--- src/inc/ifm_pkg.sv ---
package ifm_pkg;
    localparam int unsigned IFM_W = 16;
    // Register byte offsets
    localparam logic [7:0] IFM_OFS_FLAGS = 8'h00;
    localparam logic [7:0] IFM_OFS_MASK = 8'h04;
    localparam logic [7:0] IFM_OFS_SEL = 8'h08;
    // Bit positions
    localparam int unsigned IFM_B_EXT0 = 0;
    localparam int unsigned IFM_B_EXT1 = 1;
    localparam int unsigned IFM_B_EXT2 = 2;
    localparam int unsigned IFM_B_TMR0 = 3;
    localparam int unsigned IFM_B_SP0RX = 4;
    localparam int unsigned IFM_B_SP0TX = 5;
    localparam int unsigned IFM_B_DMA0 = 6;
    localparam int unsigned IFM_B_TMR1 = 7;
    localparam int unsigned IFM_B_EXT3 = 8;
    localparam int unsigned IFM_B_HOST = 9;
    localparam int unsigned IFM_B_SP1RX = 10;
    localparam int unsigned IFM_B_SP1TX = 11;
    localparam int unsigned IFM_B_DMA4 = 12;
    localparam int unsigned IFM_B_DMA5 = 13;
    // Selection field bits in the select register
    localparam int unsigned IFM_S_CH0 = 0;
    localparam int unsigned IFM_S_CH1 = 1;
    localparam int unsigned IFM_S_CH2 = 2;
    localparam int unsigned IFM_S_CH3 = 3;
    localparam int unsigned IFM_SEL_W = 4;
    // Bits 15..14 reserved
    localparam logic [15:0] IFM_IMPL = 16'h3FFF;
    localparam logic [15:0] IFM_FLAGS_RST = 16'h0000;
    localparam logic [15:0] IFM_MASK_RST = 16'h0000;
    localparam logic [3:0] IFM_SEL_RST = 4'h0;

    typedef struct packed {
        logic dma_ch5_irq;
        logic dma_ch4_irq;
        logic dma_ch3_irq;
        logic dma_ch2_irq;
        logic dma_ch1_irq;
        logic dma_ch0_irq;
        logic sp1_tx_irq;
        logic sp1_rx_irq;
        logic host_port_irq;
        logic external_irq_3;
        logic timer1_irq;
        logic sp0_tx_irq;
        logic sp0_rx_irq;
        logic timer0_irq;
        logic external_irq_2;
        logic external_irq_1;
        logic external_irq_0;
    } ifm_src_s;
endpackage

--- src/core/ifm_top.sv ---
// How it works
// Bits 15 and 14 are reserved, read zero, never set.
// Bit 13 is the DMA channel 5 flag and enable.
// Bit 12 is the DMA channel 4 flag and enable.
// Bit 11 is serial port 1 transmit or DMA channel 3 by select.
// Bit 10 is serial port 1 receive or DMA channel 2 by select.
// Bit 9 is the host port interrupt.
// Bit 8 is external interrupt 3.
// Bit 7 is timer 1 or DMA channel 1 by select.
// Bit 6 is reserved or DMA channel 0 by select.
// Bit 5 is serial port 0 transmit.
// Bit 4 is serial port 0 receive.
// Bit 3 is timer 0.
// Bits 2, 1, 0 are external interrupts 2, 1, 0.
// After reset bit 7 serves timer 1.
// After reset bits 10 and 11 serve serial port 1.
// After reset bit 6 carries no interrupt.
// Interrupt is the registered OR of flag AND enable, so it rises and falls one clock after them.
//
// Register access over APB and the placing of the registers were decided locally.
`timescale 1ns/1ps
`default_nettype none
module ifm_top
    import ifm_pkg::*;
(
    input wire logic i_mclk,
    input wire logic i_arst_n,
    input wire logic i_psel,
    input wire logic i_penable,
    input wire logic i_pwrite,
    input wire logic [7:0] i_paddr,
    input wire logic [31:0] i_pwdata,
    output logic [31:0] o_prdata,
    output logic o_pready,
    output logic o_pslverr,
    input wire ifm_src_s i_src,
    output logic o_irq
);
    logic rst_m_q;
    logic rst_n_q;
    logic [15:0] flags_q;
    logic [15:0] mask_q;
    logic [3:0] dma_priority_enable_ctrl_q;
    logic [15:0] ev;
    logic wr_en;
    logic hit;
    logic [31:0] rdata_d;
    logic [31:0] rdata_q;

    always_ff @(posedge i_mclk or negedge i_arst_n) begin
        if (!i_arst_n) begin
            rst_m_q <= 1'b0;
            rst_n_q <= 1'b0;
        end else begin
            rst_m_q <= 1'b1;
            rst_n_q <= rst_m_q;
        end
    end

    // Event mapping onto the shared layout
    always_comb begin
        ev = 16'h0000;
        ev[IFM_B_EXT0] = i_src.external_irq_0;
        ev[IFM_B_EXT1] = i_src.external_irq_1;
        ev[IFM_B_EXT2] = i_src.external_irq_2;
        ev[IFM_B_TMR0] = i_src.timer0_irq;
        ev[IFM_B_SP0RX] = i_src.sp0_rx_irq;
        ev[IFM_B_SP0TX] = i_src.sp0_tx_irq;
        ev[IFM_B_DMA0] = dma_priority_enable_ctrl_q[IFM_S_CH0] & i_src.dma_ch0_irq;
        ev[IFM_B_TMR1] = dma_priority_enable_ctrl_q[IFM_S_CH1]
            ? i_src.dma_ch1_irq : i_src.timer1_irq;
        ev[IFM_B_EXT3] = i_src.external_irq_3;
        ev[IFM_B_HOST] = i_src.host_port_irq;
        ev[IFM_B_SP1RX] = dma_priority_enable_ctrl_q[IFM_S_CH2]
            ? i_src.dma_ch2_irq : i_src.sp1_rx_irq;
        ev[IFM_B_SP1TX] = dma_priority_enable_ctrl_q[IFM_S_CH3]
            ? i_src.dma_ch3_irq : i_src.sp1_tx_irq;
        ev[IFM_B_DMA4] = i_src.dma_ch4_irq;
        ev[IFM_B_DMA5] = i_src.dma_ch5_irq;
    end

    assign wr_en = i_psel & i_penable & i_pwrite;
    assign hit = (i_paddr == IFM_OFS_FLAGS) | (i_paddr == IFM_OFS_MASK)
        | (i_paddr == IFM_OFS_SEL);

    // Sticky flags, write one to clear; a new event wins
    always_ff @(posedge i_mclk or negedge rst_n_q) begin
        if (!rst_n_q) begin
            flags_q <= IFM_FLAGS_RST;
        end else begin
            if (wr_en && i_paddr == IFM_OFS_FLAGS) begin
                flags_q <= ((flags_q & ~i_pwdata[15:0]) | ev) & IFM_IMPL;
            end else begin
                flags_q <= (flags_q | ev) & IFM_IMPL;
            end
        end
    end

    always_ff @(posedge i_mclk or negedge rst_n_q) begin
        if (!rst_n_q) begin
            mask_q <= IFM_MASK_RST;
        end else if (wr_en && i_paddr == IFM_OFS_MASK) begin
            mask_q <= i_pwdata[15:0] & IFM_IMPL;
        end
    end

    always_ff @(posedge i_mclk or negedge rst_n_q) begin
        if (!rst_n_q) begin
            dma_priority_enable_ctrl_q <= IFM_SEL_RST;
        end else if (wr_en && i_paddr == IFM_OFS_SEL) begin
            dma_priority_enable_ctrl_q <= i_pwdata[IFM_SEL_W-1:0];
        end
    end

    always_comb begin
        rdata_d = 32'h0000_0000;
        if (i_paddr == IFM_OFS_FLAGS) begin
            rdata_d[15:0] = flags_q;
        end else if (i_paddr == IFM_OFS_MASK) begin
            rdata_d[15:0] = mask_q;
        end else if (i_paddr == IFM_OFS_SEL) begin
            rdata_d[IFM_SEL_W-1:0] = dma_priority_enable_ctrl_q;
        end
    end

    always_ff @(posedge i_mclk or negedge rst_n_q) begin
        if (!rst_n_q) begin
            rdata_q <= 32'h0000_0000;
        end else if (i_psel && !i_penable) begin
            rdata_q <= rdata_d;
        end
    end

    assign o_prdata = rdata_q;
    assign o_pready = 1'b1;
    assign o_pslverr = i_psel & i_penable & ~hit;

    always_ff @(posedge i_mclk or negedge rst_n_q) begin
        if (!rst_n_q) begin
            o_irq <= 1'b0;
        end else begin
            o_irq <= |(flags_q & mask_q);
        end
    end
endmodule // ifm_top
`default_nettype wire

--- config.mk ---
export PLATFORM = sky130hd
export DESIGN_NAME = ifm_top
export DESIGN_NICKNAME = d
export VERILOG_FILES = /design/src/inc/ifm_pkg.sv /design/src/core/ifm_top.sv
export SDC_FILE = /design/constraint.sdc
export NUM_CORES = 1
export LEC_CHECK = 0
export ABC_AREA = 1
export BUFFER_PORTS_ARGS = -buffer_cell sky130_fd_sc_hd__buf_2
export CORE_UTILIZATION = 30
export DETAILED_ROUTE_END_ITERATION = 6
export PLACE_DENSITY = 0.54
export SETUP_SLACK_MARGIN = 0.5
export SYNTH_ARGS = -nofsm -noshare
export SYNTH_HDL_FRONTEND = slang
export SYNTH_SLANG_ARGS = --single-unit
--- constraint.sdc ---
create_clock -name i_mclk -period 2.1 [get_ports i_mclk]
set_input_delay 0.42 -clock i_mclk [delete_from_list [all_inputs] [get_ports i_mclk]]
set_output_delay 0.42 -clock i_mclk [all_outputs]
set_load 0.005 [all_outputs]
* Word level (Yosys, flattened, before mapping)
Cells that the tools add are included.
** Operators by class
- Equality and inequality tests :: 2
- Reduce and logical (&&, ||, !) cells :: 7
- Multiplexer cells :: 8
- Bitwise operators :: 12
** Operators by type and width (count)
- $and 14x14->14 :: 2
- $mux 14 :: 2
- $or 14x14->14 :: 2
- $reduce_or 16->1 :: 1
- $not 14->14 :: 1
- $mux 10 :: 1
- $eq 8x3->1 const B :: 1
- $eq 8x4->1 const B :: 1
- $logic_not 8->1 :: 1
- $mux 4 :: 2
- $and 1x1->1 :: 4
- $logic_and 1x1->1 :: 4
- $mux 1 :: 3
- $or 1x1->1 :: 2
- $logic_not 1->1 :: 1
- $not 1->1 :: 1
** Word-level totals
- Register bits after elaboration :: 51
- Output and inout port bits :: 35
- Input port bits :: 62
- Word-level logic and storage cells :: 36

* Depth between registers and ports, before layout
- Depth after elaboration :: 5
- Mapped depth :: 9
- Gate-level depth less buffers :: 7

* Worst setup path before layout
OpenSTA, ideal clock, no wires.
- Path kind :: input to output
- Start :: input port i_paddr[7]
- End :: output port o_pslverr
- Data arrival time :: 1.086 ns
- Setup slack :: 0.594 ns
- Required time :: 1.680 ns
- Path buffers :: 2
- Stages on the path :: 8
- Path through :: nor2_4 nand2_4 inv_4 buf_6 buf_12 nand2_1 nand2_1 nor3_2
** On the way
- Word-level cells in the longest chain between the ends :: 5
- Elaborated cells on any way between the ends :: 7
- Classes of those cells :: 2 x eq/ne; 4 x bitwise; 1 x reduce/logical
** RTL lines
- from (decl) :: RTL line ifm_top.sv:31 : input wire logic [7:0] i_paddr,
- $eq 8x3->1 / $logic_not 8->1 (equally long branches) :: RTL line ifm_top.sv:83 : assign hit = (i_paddr == IFM_OFS_FLAGS) | (i_paddr == IFM_OFS_MASK)
- $or 1x1->1 :: RTL line ifm_top.sv:83
- $or 1x1->1 * :: RTL line ifm_top.sv:84 : | (i_paddr == IFM_OFS_SEL);
- $not 1->1 * :: RTL line ifm_top.sv:136 : assign o_pslverr = i_psel & i_penable & ~hit;
- $and 1x1->1 * :: RTL line ifm_top.sv:136
- to (decl) :: RTL line ifm_top.sv:35 : output logic o_pslverr,
Mark *: on every way between the ends. The rest lies on a longest branch, timed or not.

* Worst setup path in the final report
- Start :: input port i_paddr[3]
- End :: output port o_pslverr
The elaborated chain is that of the path after synthesis.

==> results.cfg <==
[grt]
grt_pass1_wl_um = 9320
grt_max_degree = 29
gr-total-overflow = 0
antenna_found_initial = 0
grt_pass1_vias = 1940
grt_usage_pct = 13.5

[die]
die_area_um2 = 9240
io_pins = 97
core_um2 = 8380
die_h_um = 96.1
rows = 33
start_util_pct = 31.7
fp.dieW_um = 96.1

[power]
power.density_nw_per_um2 = 586
p_leak_nw = 1.74
max-vdd-ir-drop_mv = 0.207

[place]
gp_congestion = 0.737
io_buffers = 59
placed_cells = 469
dp_hpwl_um = 4250

[detailed_routing]
num_vias = 2033
drc = 0
vias_per_cell = 4.24
drt_iter0_drc = 80
ant_nets = 0
drt-total-wl_um = 5650
wire_per_inst_um = 11.8
drt_pass1_iterations = 4

[sta]
setup_viol = 0
tns_ps = 0
hold_viol_final = 0
clock-skew-final_ps = 9.57
period_needed_ps = 1550
worstMarginPinSlew_ps = 542
rsz0062_at_grt = no
slew_headroom_pct = 63.9
final_max_slew_viol_count = 0
max_freq_mhz = 647
finalCritPeriodShare_pct = 73.6

[cts]
tritoncts = built
clkTransAtPathRegs_ps = 90
clk_latency_ps = 310
ctsLongestPathBuffers = 2
root_buffer = clkbuf_8
cts_max_level = 2
cts_buffers = 5
cts_sinks = 49

[synth]
syn-cell-area_um2 = 2660
synthArstFlopShare_pct = 100
ys_seq_elements = 49
synth-edff-count = 0
synth_cells = 310
ys.warnings.count = 0
yosysSeqAreaShare_pct = 46.1
synthFlopType = dfrtp_1
synth.distinct_cells = 27
syn_avg_cell_area_um2 = 8.57

[cells_and_area]
syn_to_final_growth_pct = 17.6
final_util_pct = 37.3
fin_nets = 435
fill_cells = 878
drive_gt1_share_pct = 31.8
diodes = 0
final_cell_count_no_fill = 479

[worst_hold_path]
hold_class = reg2async

[setup_path]
required_ps = 1680
path_class = in2out
worstPathArrival_ps = 1130
crit_fanout = 3
crit_path_end_kind = output port
start_kind = primary input
worst-r2r-cell-count = 4

[job]
cap_violations = 0

[status]
status = complete, no violations
==> metal layers <==
metal	wire (µm)	vias to the layer above	track usage (%)
met3	325	6	3.32
met5	0	-	0
met1	2670	914	18.3
li1	-	1053	-
met4	63	0	3.73
met2	2590	60	21.3
==> synthesized netlist by cell type (3+ instances only) <==
cell      instances  area share [%]
inv_1            31             4.4
nand2_1         111              16
mux2i_1           3             1.1
buf_6             4             1.7
dfrtp_1          49              46
buf_4            21             5.9
o21ai_1          11             2.1
nand3_1          14             2.6
o21ai_2          17             5.6
nor2_4            3             1.3
nand3_2           9             3.4
nor2_1            9             1.3
o21bai_1          4             1.1
a21oi_1           4            0.75
==> state kept, by name (all words and copies together), names as in the netlist <==
signal and count:
mask_q 14, flags_q 14, dma_priority_enable_ctrl_q 4, rst_m_q 1, o_irq 1, o_prdata 14, rst_n_q 1
==> through the flow <==
step	setup WS (ps)	instance area (µm²)	hold WS, ps	power (mW)
finish	554	3130	258	1.83
global route	494	3130	299	1.91
CTS	509	3100	281	1.85
global placement	451	2970	206	1.15
detailed placement	440	2970	210	1.15
floorplan	594	2730	124	1.10
==> cell families (layout without fill, tap and decap cells) <==
| kind of cell | Yosys count | in the layout | share of synthesized area (%) |
|---|---|---|---|
| buf+inv | 62 | 108 | 13.6 |
| mux | 3 | 3 | 1.13 |
| compound gates | 37 | 37 | 9.89 |
| other cells | 2 | 20 | 0.283 |
| simple gates | 157 | 157 | 29.0 |
| flops | 49 | 49 | 46.1 |
==> layout by cell type, fill, tap and decap left out, types with 6 or more instances in the layout <==
| master | Yosys | final |
|---|---|---|
| buf_2 | 1 | 58 |
| buf_4 | 21 | 6 |
| clkbuf_8 | 0 | 6 |
| conb_1 | 2 | 20 |
| dfrtp_1 | 49 | 48 |
| inv_1 | 31 | 30 |
| nand2_1 | 111 | 109 |
| nand3_1 | 14 | 14 |
| nand3_2 | 9 | 9 |
| nor2_1 | 9 | 7 |
| o21ai_1 | 11 | 11 |
| o21ai_2 | 17 | 17 |
==> worst max-delay path: stages <==
cell	delay [ps]
buf_2	130
inv_1	60
nand2_2	80
nor2_8	130
nand2_1	80
nand2_2	70
nor3_2	30
buf_2	130
==> power by group <==
part | leakage [nW] | internal (mW) | switching [mW] | total [mW]
Combinational | 1.07 | 0.0650 | 0.0931 | 0.158
Clock | 0.0585 | 0.389 | 0.310 | 0.699
Sequential | 0.609 | 0.957 | 0.0183 | 0.976
==> area by class of cell <==
cell class / instances / area, µm² / area share [%]
flip-flops and latches: 49 / 1230 / 39.3
multi-input cells: 217 / 1150 / 36.9
repair buffers: 66 / 365 / 11.7
inverters: 34 / 133 / 4.24
well taps: 105 / 131 / 4.20
clock buffers: 7 / 86.3 / 2.76
clock inverters: 1 / 30.0 / 0.961
==> worst paths after layout <==
path                                             start                 endpoint  slack, ps
min in group i_mclk                          i_src[15]    flags_q[12]$_DFF_PN0_        290
worst max-delay path                        i_paddr[3]                o_pslverr        550
max in group asynchronous            rst_n_q$_DFF_PN0_  o_prdata[1]$_DFFE_PN0P_       1330
worst max register to register  mask_q[13]$_DFFE_PN0P_          o_irq$_DFF_PN0_        940
worst min-delay path                 rst_n_q$_DFF_PN0_     flags_q[9]$_DFF_PN0_        260
worst min register to register       rst_n_q$_DFF_PN0_     flags_q[9]$_DFF_PN0_        260
==> what timing repair did <==
| item | in CTS | in global routing |
|---|---|---|
| setup endpoints to repair | 1 | 1 |
| buffers inserted | 0 | 1 |
| hold buffers | 1 | 0 |
| resized for setup | 2 | 6 |
| hold endpoints to repair | 2 | 0 |
| pin swaps | 0 | 5 |
Power figures use the tool's default switching activity.
